$ cat config.mk
export PLATFORM = sky130hd
export DESIGN_NAME = bus_fault_ctrl_flat
export DESIGN_NICKNAME = d
export VERILOG_FILES = /design/src/common/bus_term_pkg.sv /design/src/common/bus_term_if.sv /design/src/bus_fault_ctrl.sv /design/src/flat_wrapper.sv
export VERILOG_INCLUDE_DIRS = /design/src /design/src/common
export SDC_FILE = /design/constraint.sdc
export NUM_CORES = 1
export LEC_CHECK = 0
export ABC_CLOCK_PERIOD_IN_PS = 5600
export BUFFER_PORTS_ARGS = -buffer_cell sky130_fd_sc_hd__buf_2
export CAP_MARGIN = 30
export CORE_UTILIZATION = 55
export DETAILED_ROUTE_END_ITERATION = 6
export PLACE_DENSITY_LB_ADDON = 0.25
export SLEW_MARGIN = 20
export SYNTH_ARGS = -nofsm -noshare
export SYNTH_HDL_FRONTEND = slang
export SYNTH_SLANG_ARGS = --single-unit
$ cat constraint.sdc
create_clock -name ref_clk -period 5.6 [get_ports ref_clk]
set_input_delay 0.28 -clock ref_clk [delete_from_list [all_inputs] [get_ports ref_clk]]
set_output_delay 0.28 -clock ref_clk [all_outputs]
set_load 0.02 [all_outputs]
$ cat src/common/bus_term_defs.svh
// Constants for the bus termination and fault control pair.
// Assumes inclusion by bare name; definitions only.
`ifndef BUS_TERM_DEFS_SVH
`define BUS_TERM_DEFS_SVH

// ****************************************
// Transfer attributes
// ****************************************
`define BT_KIND_NORMAL   2'h0
`define BT_KIND_ACK      2'h3
`define BT_BREAKPOINT_OP_ADDR     32'h0000_0000
`define BT_BREAKPOINT_OP_MOD      3'h0

// ****************************************
// Processor state codes
// ****************************************
`define BT_PST_RUN       4'h0
`define BT_PST_DBLFAULT  4'h5

// ****************************************
// Line transfers and timing
// ****************************************
`define BT_LINE_LAST     2'h3
`define BT_CLK_NS        50
`define BT_TIMEOUT_NS    2000

`endif

$ cat src/common/bus_term_pkg.sv
// Types shared by both ends of the bus termination link.
// Assumes nothing beyond a SystemVerilog compiler.
package bus_term_pkg;

    // Decoded termination outcome
    typedef enum logic [1:0] {
        TERM_WAIT   = 2'h0,
        TERM_NORMAL = 2'h1,
        TERM_ERROR  = 2'h2,
        TERM_RETRY  = 2'h3
    } term_e;

    // Kind of access requested of the bus controller
    typedef enum logic [2:0] {
        ACC_READ       = 3'h0,
        ACC_WRITE      = 3'h1,
        ACC_BREAKPOINT_OP       = 3'h2,
        ACC_PUSH_REPL  = 3'h3,
        ACC_PUSH_FLUSH = 3'h4
    } access_e;

    // Bus sequencer states, Gray along idle-arb-start-data
    typedef enum logic [2:0] {
        ST_IDLE = 3'b000,
        ST_ARB  = 3'b001,
        ST_XFER = 3'b011,
        ST_DATA = 3'b010,
        ST_HALT = 3'b110
    } bus_state_e;

    // Active-low acknowledge and error pins to an outcome
    function automatic term_e decode_term(input logic ack_n, input logic err_n);
        term_e t;
        t = TERM_WAIT;
        unique case ({ack_n, err_n})
            2'b10:   t = TERM_ERROR;
            2'b00:   t = TERM_RETRY;
            2'b01:   t = TERM_NORMAL;
            2'b11:   t = TERM_WAIT;
            default: t = TERM_WAIT;
        endcase
        return t;
    endfunction

endpackage

$ cat src/common/bus_term_if.sv
// External bus link between the processor end and the system logic end.
// Assumes both ends run on the same bus clock.
`timescale 1ns/1ps
`default_nettype none

interface bus_term_if;
    // Processor driven
    logic        busRequest;
    logic        transferStart;
    logic        cycleActive;
    logic [31:0] address;
    logic        transferKindHi;
    logic        transferKindLo;
    logic [2:0]  accessModifier;
    logic        readNotWrite;
    logic        indivisibleHold;
    logic [3:0]  procStateOut;
    logic        driveEn_n;
    // System driven
    logic        transferAck_n;
    logic        transferErrorAck_n;
    logic        busOwnershipGrant_n;

    modport proc (
        output busRequest, transferStart, cycleActive, address, transferKindHi,
               transferKindLo, accessModifier, readNotWrite, indivisibleHold,
               procStateOut, driveEn_n,
        input  transferAck_n, transferErrorAck_n, busOwnershipGrant_n
    );

    modport sys (
        input  busRequest, transferStart, cycleActive, address, transferKindHi,
               transferKindLo, accessModifier, readNotWrite, indivisibleHold,
               procStateOut, driveEn_n,
        output transferAck_n, transferErrorAck_n, busOwnershipGrant_n
    );
endinterface

`default_nettype wire

$ cat src/bus_fault_ctrl.sv
// Processor end: bus cycle sequencing, termination decode, fault handling.
// Assumes the system end shares ref_clk and drives terminations synchronously.
// Operation
// - Breakpoint: acknowledge read, kind 3, zero address
// - Breakpoint ack or error gives illegal instruction
// - Decode pins: error, retry, normal, wait
// - System errors cycles nobody acknowledges in time
// - Bus error ends access, aborts line
// - Prefetch error deferred until instruction used
// - Unneeded later line word error: not cached
// - Misaligned operand error excepts immediately
// - Write or requested read error excepts immediately
// - Replaced line invalidated before fill starts
// - Dirty line restored after failed fill
// - Push error: keep replaced, invalidate flushed
// - Write-through error keeps line with data
// - Retry reruns same cycle, except snooped replacement push
// - Locked cycles retried separately, hold stays
// - Line retry after first word is error
// - Burst-inhibited line retries only first transfer
// - Grant negated with retry: release, retry later
// - Error while stacking halts, state code 5
// - Halted: release bus when grant negated
// - Errors inside handler are ordinary errors
// - Retries count toward double fault only as line retries after first word
// - Sample terminations every edge, wait otherwise
// - Arbiter negates grant before final termination
`timescale 1ns/1ps
`default_nettype none
`include "bus_term_defs.svh"

module bus_fault_ctrl
    import bus_term_pkg::*;
(
    // Clock, reset, enable
    input  wire logic        ref_clk,
    input  wire logic        resetn,
    input  wire logic        ce,
    // Bus link
    bus_term_if.proc         link,
    // Access request
    input  wire logic        reqValid,
    input  var  access_e     reqKind,
    input  wire logic [31:0] reqAddr,
    input  wire logic [2:0]  reqModifier,
    input  wire logic        reqLine,
    input  wire logic        reqLock,
    input  wire logic        reqPrefetch,
    input  wire logic        reqMisaligned,
    input  wire logic        reqNeedAny,
    input  wire logic [1:0]  reqNeedBeat,
    input  wire logic        reqReplaceValid,
    input  wire logic        reqReplaceDirty,
    input  wire logic        reqWriteThrough,
    input  wire logic        reqStacking,
    output logic             reqReady,
    // Execution side events
    input  wire logic        pushSnooped,
    input  wire logic        instrUsed,
    input  wire logic        instrDiscard,
    // Completion and exceptions
    output logic             doneValid,
    output var  term_e       doneStatus,
    output logic             accessErrExc,
    output logic             illegalExc,
    output logic             deferredPending,
    output logic             halted,
    // Cache actions
    output logic             lineInvalidate,
    output logic             lineNotCached,
    output logic             dirtyRestore,
    output logic             lineKeepValid
);

    // ****************************************
    // Request capture and decode
    // ****************************************
    bus_state_e  state;
    access_e     curKind;
    logic [31:0] curAddr;
    logic [2:0]  curMod;
    logic [1:0]  beat;
    logic        curLine, curLock, curPrefetch, curMisaligned, curNeedAny;
    logic        curReplaceDirty, curWriteThrough, curStacking;
    logic [1:0]  curNeedBeat;

    term_e term;
    logic  retryAsErr, effErr, effRetry, lastBeat, isBkpt, isRead, accept, next_cycleActive;

    assign term       = decode_term(link.transferAck_n, link.transferErrorAck_n);
    assign retryAsErr = curLine && (beat != 2'h0);
    assign effErr     = (term == TERM_ERROR) || (term == TERM_RETRY && retryAsErr);
    assign effRetry   = (term == TERM_RETRY) && !retryAsErr;
    assign lastBeat   = !curLine || (beat == `BT_LINE_LAST);
    assign isBkpt     = (curKind == ACC_BREAKPOINT_OP);
    assign isRead     = (curKind == ACC_READ) || isBkpt;
    assign accept     = (state == ST_IDLE) && reqValid;
    // Cycle stays open; outside halt, pins driven only while it does
    assign next_cycleActive = (state == ST_ARB && !link.busOwnershipGrant_n) || state == ST_XFER
        || (state == ST_DATA && !effErr && !(term == TERM_NORMAL && lastBeat)
            && !(effRetry && (link.busOwnershipGrant_n
                 || (curKind == ACC_PUSH_REPL && pushSnooped))));

    always_ff @(posedge ref_clk) begin
        if (ce && accept) begin
            curKind         <= reqKind;
            curAddr         <= reqAddr;
            curMod          <= reqModifier;
            curLine         <= reqLine;
            curLock         <= reqLock;
            curPrefetch     <= reqPrefetch;
            curMisaligned   <= reqMisaligned;
            curNeedAny      <= reqNeedAny;
            curNeedBeat     <= reqNeedBeat;
            curReplaceDirty <= reqReplaceDirty;
            curWriteThrough <= reqWriteThrough;
            curStacking     <= reqStacking;
        end
    end

    // ****************************************
    // Bus sequencer
    // ****************************************
    always_ff @(posedge ref_clk) begin
        if (!resetn) begin
            state <= ST_IDLE;
            beat  <= 2'h0;
        end else if (ce) begin
            unique case (state)
                ST_IDLE: begin
                    beat <= 2'h0;
                    if (reqValid) begin
                        state <= ST_ARB;
                    end
                end
                ST_ARB: begin
                    if (!link.busOwnershipGrant_n) begin
                        state <= ST_XFER;
                    end
                end
                ST_XFER: begin
                    state <= ST_DATA;
                end
                ST_DATA: begin
                    if (effErr) begin
                        state <= curStacking ? ST_HALT : ST_IDLE;
                    end else if (effRetry) begin
                        if (curKind == ACC_PUSH_REPL && pushSnooped) begin
                            state <= ST_IDLE;
                        end else if (link.busOwnershipGrant_n) begin
                            state <= ST_ARB;
                        end else begin
                            state <= ST_XFER;
                        end
                    end else if (term == TERM_NORMAL) begin
                        if (lastBeat) begin
                            state <= ST_IDLE;
                        end else begin
                            beat <= beat + 2'h1;
                        end
                    end
                end
                ST_HALT: begin
                    state <= ST_HALT;
                end
                default: state <= ST_IDLE;
            endcase
        end
    end

    // ****************************************
    // Bus pins
    // ****************************************
    always_ff @(posedge ref_clk) begin
        if (!resetn) begin
            link.busRequest      <= 1'b0;
            link.transferStart   <= 1'b0;
            link.cycleActive     <= 1'b0;
            link.address         <= 32'h0000_0000;
            link.transferKindHi  <= 1'b0;
            link.transferKindLo  <= 1'b0;
            link.accessModifier  <= 3'h0;
            link.readNotWrite    <= 1'b1;
            link.indivisibleHold <= 1'b0;
            link.procStateOut    <= `BT_PST_RUN;
            link.driveEn_n       <= 1'b1;
        end else if (ce) begin
            link.busRequest    <= (state == ST_IDLE && reqValid) || state == ST_ARB
                                  || (state == ST_DATA && effRetry && link.busOwnershipGrant_n);
            link.transferStart <= (state == ST_ARB && !link.busOwnershipGrant_n)
                                  || (state == ST_DATA && effRetry && !link.busOwnershipGrant_n
                                      && !(curKind == ACC_PUSH_REPL && pushSnooped));
            link.cycleActive   <= next_cycleActive;
            if (state == ST_ARB) begin
                link.address        <= isBkpt ? `BT_BREAKPOINT_OP_ADDR : curAddr;
                link.accessModifier <= isBkpt ? `BT_BREAKPOINT_OP_MOD : curMod;
                {link.transferKindHi, link.transferKindLo} <= isBkpt ? `BT_KIND_ACK
                                                                     : `BT_KIND_NORMAL;
                link.readNotWrite   <= isRead;
            end
            if (state == ST_IDLE) begin
                link.indivisibleHold <= reqValid && reqLock;
            end
            if (state == ST_HALT || (state == ST_DATA && effErr && curStacking)) begin
                link.procStateOut <= `BT_PST_DBLFAULT;
                link.driveEn_n    <= link.busOwnershipGrant_n;
            end else begin
                link.driveEn_n    <= !next_cycleActive;
            end
        end
    end

    // ****************************************
    // Completion, exceptions, cache actions
    // ****************************************
    logic endErr;
    assign endErr = ce && state == ST_DATA && effErr && !curStacking;

    always_ff @(posedge ref_clk) begin
        if (!resetn) begin
            reqReady       <= 1'b0;
            doneValid      <= 1'b0;
            doneStatus     <= TERM_WAIT;
            accessErrExc   <= 1'b0;
            illegalExc     <= 1'b0;
            halted         <= 1'b0;
            lineInvalidate <= 1'b0;
            lineNotCached  <= 1'b0;
            dirtyRestore   <= 1'b0;
            lineKeepValid  <= 1'b0;
        end else if (ce) begin
            reqReady   <= (state == ST_IDLE) && !reqValid;
            doneValid  <= state == ST_DATA && (effErr || (term == TERM_NORMAL && lastBeat)
                          || (effRetry && curKind == ACC_PUSH_REPL && pushSnooped));
            doneStatus <= effErr ? TERM_ERROR : term;
            illegalExc <= state == ST_DATA && isBkpt && !curStacking
                          && (effErr || term == TERM_NORMAL);
            accessErrExc <= (endErr && !isBkpt && !curPrefetch
                             && (!isRead || curMisaligned || !curLine
                                 || (curNeedAny && curNeedBeat == beat)))
                            || (deferredPending && instrUsed);
            lineNotCached <= endErr && isRead && !isBkpt && curLine && !curPrefetch
                             && !curMisaligned && !(curNeedAny && curNeedBeat == beat);
            lineInvalidate <= (accept && reqLine && reqReplaceValid && reqKind == ACC_READ)
                              || (endErr && curKind == ACC_PUSH_FLUSH);
            dirtyRestore  <= endErr && curKind == ACC_READ && curLine && curReplaceDirty;
            lineKeepValid <= endErr && (curKind == ACC_PUSH_REPL
                             || (curKind == ACC_WRITE && curWriteThrough));
            halted <= halted || (state == ST_DATA && effErr && curStacking);
        end
    end

    always_ff @(posedge ref_clk) begin
        if (!resetn) begin
            deferredPending <= 1'b0;
        end else if (ce) begin
            if (endErr && curPrefetch) begin
                deferredPending <= 1'b1;
            end else if (instrUsed || instrDiscard) begin
                deferredPending <= 1'b0;
            end
        end
    end

endmodule

`default_nettype wire

$ cat src/flat_wrapper.sv
// flat-port wrapper written by rule: the top's interface ports become plain ports
module bus_fault_ctrl_flat import bus_term_pkg::*;
  (ref_clk, resetn, ce, reqValid, reqKind, reqAddr, reqModifier, reqLine, reqLock, reqPrefetch, reqMisaligned, reqNeedAny, reqNeedBeat, reqReplaceValid, reqReplaceDirty, reqWriteThrough, reqStacking, reqReady, pushSnooped, instrUsed, instrDiscard, doneValid, doneStatus, accessErrExc, illegalExc, deferredPending, halted, lineInvalidate, lineNotCached, dirtyRestore, lineKeepValid, link_busRequest, link_transferStart, link_cycleActive, link_address, link_transferKindHi, link_transferKindLo, link_accessModifier, link_readNotWrite, link_indivisibleHold, link_procStateOut, link_driveEn_n, link_transferAck_n, link_transferErrorAck_n, link_busOwnershipGrant_n);
  bus_term_if link_i ();
  input  wire logic ref_clk;
  input  wire logic resetn;
  input  wire logic ce;
  input  wire logic reqValid;
  input  var  access_e reqKind;
  input  wire logic [31:0] reqAddr;
  input  wire logic [2:0] reqModifier;
  input  wire logic reqLine;
  input  wire logic reqLock;
  input  wire logic reqPrefetch;
  input  wire logic reqMisaligned;
  input  wire logic reqNeedAny;
  input  wire logic [1:0] reqNeedBeat;
  input  wire logic reqReplaceValid;
  input  wire logic reqReplaceDirty;
  input  wire logic reqWriteThrough;
  input  wire logic reqStacking;
  output logic reqReady;
  input  wire logic pushSnooped;
  input  wire logic instrUsed;
  input  wire logic instrDiscard;
  output logic doneValid;
  output var  term_e doneStatus;
  output logic accessErrExc;
  output logic illegalExc;
  output logic deferredPending;
  output logic halted;
  output logic lineInvalidate;
  output logic lineNotCached;
  output logic dirtyRestore;
  output logic lineKeepValid;
  output wire logic [$bits(link_i.busRequest)-1:0] link_busRequest;
  output wire logic [$bits(link_i.transferStart)-1:0] link_transferStart;
  output wire logic [$bits(link_i.cycleActive)-1:0] link_cycleActive;
  output wire logic [$bits(link_i.address)-1:0] link_address;
  output wire logic [$bits(link_i.transferKindHi)-1:0] link_transferKindHi;
  output wire logic [$bits(link_i.transferKindLo)-1:0] link_transferKindLo;
  output wire logic [$bits(link_i.accessModifier)-1:0] link_accessModifier;
  output wire logic [$bits(link_i.readNotWrite)-1:0] link_readNotWrite;
  output wire logic [$bits(link_i.indivisibleHold)-1:0] link_indivisibleHold;
  output wire logic [$bits(link_i.procStateOut)-1:0] link_procStateOut;
  output wire logic [$bits(link_i.driveEn_n)-1:0] link_driveEn_n;
  input wire logic [$bits(link_i.transferAck_n)-1:0] link_transferAck_n;
  input wire logic [$bits(link_i.transferErrorAck_n)-1:0] link_transferErrorAck_n;
  input wire logic [$bits(link_i.busOwnershipGrant_n)-1:0] link_busOwnershipGrant_n;
  assign link_busRequest = link_i.busRequest;
  assign link_transferStart = link_i.transferStart;
  assign link_cycleActive = link_i.cycleActive;
  assign link_address = link_i.address;
  assign link_transferKindHi = link_i.transferKindHi;
  assign link_transferKindLo = link_i.transferKindLo;
  assign link_accessModifier = link_i.accessModifier;
  assign link_readNotWrite = link_i.readNotWrite;
  assign link_indivisibleHold = link_i.indivisibleHold;
  assign link_procStateOut = link_i.procStateOut;
  assign link_driveEn_n = link_i.driveEn_n;
  assign link_i.transferAck_n = link_transferAck_n;
  assign link_i.transferErrorAck_n = link_transferErrorAck_n;
  assign link_i.busOwnershipGrant_n = link_busOwnershipGrant_n;
  bus_fault_ctrl u_core (.ref_clk(ref_clk), .resetn(resetn), .ce(ce), .link(link_i), .reqValid(reqValid), .reqKind(reqKind), .reqAddr(reqAddr), .reqModifier(reqModifier), .reqLine(reqLine), .reqLock(reqLock), .reqPrefetch(reqPrefetch), .reqMisaligned(reqMisaligned), .reqNeedAny(reqNeedAny), .reqNeedBeat(reqNeedBeat), .reqReplaceValid(reqReplaceValid), .reqReplaceDirty(reqReplaceDirty), .reqWriteThrough(reqWriteThrough), .reqStacking(reqStacking), .reqReady(reqReady), .pushSnooped(pushSnooped), .instrUsed(instrUsed), .instrDiscard(instrDiscard), .doneValid(doneValid), .doneStatus(doneStatus), .accessErrExc(accessErrExc), .illegalExc(illegalExc), .deferredPending(deferredPending), .halted(halted), .lineInvalidate(lineInvalidate), .lineNotCached(lineNotCached), .dirtyRestore(dirtyRestore), .lineKeepValid(lineKeepValid));
endmodule
======== After elaboration in Yosys (flattened, before gate mapping) ========
Index checks and enable logic that the tools add are counted.
word-level totals
  register bits after elaboration ......... 108
  input port bits ......................... 59
  output and inout bits ................... 59
  word-level logic and storage cells ...... 182
cells by class
  add/subtract/negate cells ............... 1
  eq/ne operators ......................... 24
  muxes and demuxes ....................... 23
  reductions and logical operators ........ 99
operator list
  cell                 count
  $logic_and 1x1->1    50
  $mux 32              1
  $mux 3               9
  $logic_or 1x1->1     21
  $logic_not 1->1      15
  $pmux 3 s5           1
  $mux 2               7
  $eq 3x2->1 const B   4
  $ne 2x2->1 const B   6
  $eq 2x2->1 const B   5
  $logic_not 3->1      3
  $pmux 2 s4           1
  $reduce_and 2->1     4
  $eq 3x1->1 const B   2
  $eq 3x3->1 const B   2
  $reduce_and 6->1     1
  $reduce_bool 2->1    3
  $reduce_and 5->1     1
  $eq 2x1->1 const B   2
  $ne 4x1->1 const B   1
  $ne 4x2->1 const B   1
  $pmux 2 s2           1
  $mux 1               3
  $add 2x1->2 const B  1
  other kinds (2)      2

======== Depth between registers and ports, before layout ========
  word-level depth ........................ 13
  mapped depth ............................ 6
  gate-level depth less buffers ........... 6

======== Least setup slack after synthesis ========
No wires, ideal clock.
  path type ............................... reg-to-reg
  start point ............................. register u_core.state[2]
  end point ............................... register u_core.curAddr[0] (enable)
  setup time .............................. 409 ps
  arrival ................................. 2030 ps
  slack ................................... 3161 ps
  stages on the path, launching flop included .. 5
  period minus slack after synthesis ...... 2439 ps
  cell sequence ........................... dfxtp_1 > buf_4 > nand2b_1 > nor3_1 > and2_1
on the way
  cells in the longest elaborated chain, start to end .. 3
RTL lines
  element                 line                   text
  start, declared         bus_fault_ctrl.sv:78   bus_state_e state;
  start signal, assigned  bus_fault_ctrl.sv:146  state <= curStacking ? ST_HALT : ST_IDLE;
  $logic_not 3->1         bus_fault_ctrl.sv:97   assign accept = (state == ST_IDLE) && reqValid;
  $logic_and 1x1->1       bus_fault_ctrl.sv:97
  $logic_and 1x1->1       bus_fault_ctrl.sv:105  if (ce && accept) begin
  end signal, assigned    bus_fault_ctrl.sv:107  curAddr <= reqAddr;
  end, declared           bus_fault_ctrl.sv:80   logic [31:0] curAddr;
No other way between the ends.
A chain may end at the register's enable or synchronous reset.

======== Worst setup path in the final report ========
  start point ............................. register u_core.state[1]
  end point ............................... register u_core.link.address[26]
on the way
  cells in the longest elaborated chain, start to end .. 2
RTL lines
  element                            line                   text
  $eq 3x1->1                         bus_fault_ctrl.sv:194  if (state == ST_ARB) begin
  $reduce_and 2->1 (no source line)  n/a
  end signal, assigned               bus_fault_ctrl.sv:195  link.address <= isBkpt ? `BT_BREAKPOINT_OP_ADDR : curAddr;
  end, declared                      bus_term_if.sv:25      output busRequest, transferStart, cycleActive, address, transferKindHi,
No other way between the ends.

==> implementation parameters <==
Parameter                              Value

Status
  Outcome    finished, final reports clean

Power
  Leakage power of the design    a little under 2 nW
  Pwr Total    1.567 mW
  Total power divided by cell area    319.4 mW/mm²
  Peak supply drop    about 220 µV

Yosys
  Count of synthesis-stage warnings from yosys    0
  Area share of the leading cell type in the synthesized netlist    0.3473
  Prevailing post-synth register cell    sky130_fd_sc_hd__dfxtp_1
  Fraction of the yosys area taken by sequential cells    0.6429
  Synthesized netlist cell count    about 330
  Cell Area, Synth    just over 0.004 mm²
  Area contributors post-synth    sky130_fd_sc_hd__edfxtp_1 (35%), sky130_fd_sc_hd__dfxtp_1 (30%), sky130_fd_sc_hd__a22oi_1 (6.5%)
  Number of enable-type register cells in the synthesized netlist    47
  Number of storage elements in the synthesis netlist    about 110
  Most area-hungry cell type in the Yosys netlist    sky130_fd_sc_hd__edfxtp_1
  Unique masters post-synth    between 40 and 50
  Fraction of synthesis flops using an asynchronous set or reset pin    0
  Average size of a mapped cell    ~12 µm²

Timing
  Hold Violations, Final    0
  Slew Limit Headroom    0.4246
  # setup viols final    0
  Highest clock frequency the design can meet    roughly 0.45 GHz
  Unrepaired setup endpoints after global routing    no
  Slew at the pin closest to its max-slew limit    0.8631 ns
  Worst Skew    between 0.005 and 0.006 ns
  Crit share post-route    0.4001
  Post-layout min period    2.240 ns
  Final TNS setup    0 ns
  Max-slew violation count    0

Placement
  Gpl congestion    0.8744
  Count of input and output buffers    roughly 120
  Post-DP HPWL    roughly 5.6 mm
  Number of placed cells counting well taps    521

Die
  Die W    around 90 µm
  Die Height    ~90 µm
  Initial Util    0.5821
  Total Die Area    0.007737 mm²
  Core Region    roughly 0.0070 mm²
  Number of top-level pins    roughly 120
  Standard-cell row count    30

Clock network
  Number of sinks handled by clock tree synthesis    about 110
  CTS Root Buffer Type    sky130_fd_sc_hd__clkbuf_8
  Num CTS Buffers    9
  Insertion delay of the later-clocked pin in the worst-skew pair    roughly 0.37 ns
  TritonCTS clock tree    done
  Maximum count of clock buffers along a single path    2
  CTS HTree Levels    3
  Total of hold buffers inserted after clock tree synthesis    0
  Number of instances resized during post-cts repair    0
  Setup Buffers After CTS    0
  Clock transition time at the flip-flop clock pins of the worst setup and hold paths    approximately 0.11 ns

Worst setup path
  Max Fanout on Critical Path    39
  Worst Setup Start Kind    register
  Data required time of the critical path    a little under 6 ns
  Kind of capture point of the worst setup path    register
  Data arrival at the endpoint of the critical path    between 2 and 3 ns
  Type of the worst setup path    reg -> reg

Finish
  Final design utilization    0.7025
  Layout cells sized above 1    0.3243
  Net count reported at finish    roughly 500
  Number of standard cells in the layout, taps in and fillers out    around 540
  Top library cells by usage in the layout, fill and taps aside    sky130_fd_sc_hd__buf_2 (115), sky130_fd_sc_hd__dfxtp_1 (60), sky130_fd_sc_hd__edfxtp_1 (47), sky130_fd_sc_hd__nor2b_1 (37), sky130_fd_sc_hd__a22oi_1 (35)
  Most common library cell in the layout ignoring fill and taps    sky130_fd_sc_hd__buf_2
  Area added between synthesis and finish    20.69%
  Inserted Diodes    0
  # fillers    540

Global route
  Global-route wire length before repair    12.97 mm
  Total gr overflow    0
  Number of global-route vias before repair    around 2,700
  Largest net degree at the start of global routing    56
  Number of antenna violations at the first check in global routing    0
  Global router's overall resource usage    0.2255

Route
  Routed vias    2,969
  DR pass1 iterations    4
  Number of routed nets with antenna violations    0
  Average wire per cell in the routed design    15.74 µm
  DRC marker count from the first detailed-route iteration    218
  DR vias/cell    5.529
  DRC violations left    0
  Wire length after detailed routing    8.455 mm

Job
  Max-Cap Viols    0

Worst hold path
  Hold Crit Class    in -> reg
==> cell usage after synthesis, drive strengths merged, types with 2 or more instances <==
library cell	number
a32oi	2
mux2i	4
clkinv	2
o211a	2
and3	2
ha	2
inv	9
o2111ai	2
dfxtp	60
nor2	12
nand4	3
a31oi	6
edfxtp	47
a211oi	2
a21oi	8
o21a	4
nand2	14
o211ai	3
nand4bb	2
a21boi	4
nand2b	4
clkbuf	7
a22oi	35
o21ai	8
nor3	4
xnor2	2
nor2b	37
nand3	4
nor4	2
nand4b	3
o311ai	3
buf	15
==> cell type report <==
type / count / area, µm² / area share
sequential: 107 / 2613 / 0.5327
tap: 96 / 120.1 / 0.02449
timing repair buffer: 119 / 618.1 / 0.1260
multi-input combinational: 188 / 1304 / 0.2658
inverter: 11 / 41.29 / 0.008418
clock inverter: 7 / 85.08 / 0.01735
clock buffer: 9 / 123.9 / 0.02526
==> per-stage QoR <==
step	worst slack (ns)	cell area, µm²	hold WS (ns)
after floorplan	3.161	4068	0.3789
after global placement	3.181	4676	0.4417
after detailed placement	3.291	4696	0.4500
after CTS	3.370	4905	0.06098
after global routing	3.226	4905	0.04844
final	3.360	4905	0.07558
==> cells by family after synthesis <==
logic type | after synthesis | synth area share
DFF | 107 | 0.6429
AOI/OAI and AO/OA | 89 | 0.1693
and+or+nand+nor | 89 | 0.1278
buffers and inverters | 33 | 0.03879
muxes | 4 | 0.009853
adders and majority gates | 2 | 0.006157
xor gates and xnor gates | 2 | 0.004311
other | 1 | 0.0009228
==> layer usage <==
| metal | track usage | wire, µm |
|---|---|---|
| met1 | 0.3085 | 3749 |
| met2 | 0.3404 | 4078 |
| met3 | 0.06786 | 500 |
| met4 | 0.08495 | 126 |
| met5 | 0 | 0 |
==> flip-flops by register name (all words and copies together), names as in the netlist, 2 cells and up <==
register,flops
u_core.link.address,32
u_core.curMod,3
u_core.curNeedBeat,2
u_core.beat,2
u_core.curKind,3
u_core.link.accessModifier,3
u_core.state,3
u_core.curAddr,32
u_core.doneStatus,2
==> worst max-delay path, stage by stage, from the launching register on <==
cell                        delay (ns)
sky130_fd_sc_hd__dfxtp_1          0.72
sky130_fd_sc_hd__nand4bb_2        0.26
sky130_fd_sc_hd__buf_4            0.40
sky130_fd_sc_hd__nor2_2           0.17
sky130_fd_sc_hd__buf_4            0.27
sky130_fd_sc_hd__a22oi_1          0.21
sky130_fd_sc_hd__nor2b_1          0.08
==> path summary, 6_finish.rpt <==
kind / cells past startpoint / slack, ns / endpoint / startpoint
setup / recovery: 6 / 3.36 / u_core.link.address[26] / u_core.state[1]
hold / removal: 1 / 0.08 / u_core.curAddr[20] / reqAddr[20]
setup reg to reg: 6 / 3.36 / u_core.link.address[26] / u_core.state[1]
hold reg to reg: 2 / 0.47 / u_core.lineKeepValid / u_core.lineKeepValid
==> report_power, final <==
group	switching (mW)	internal [mW]
sequential	0.0281	0.862
clock	0.278	0.215
combinational	0.111	0.0725
Power figures use the tool's default switching activity.
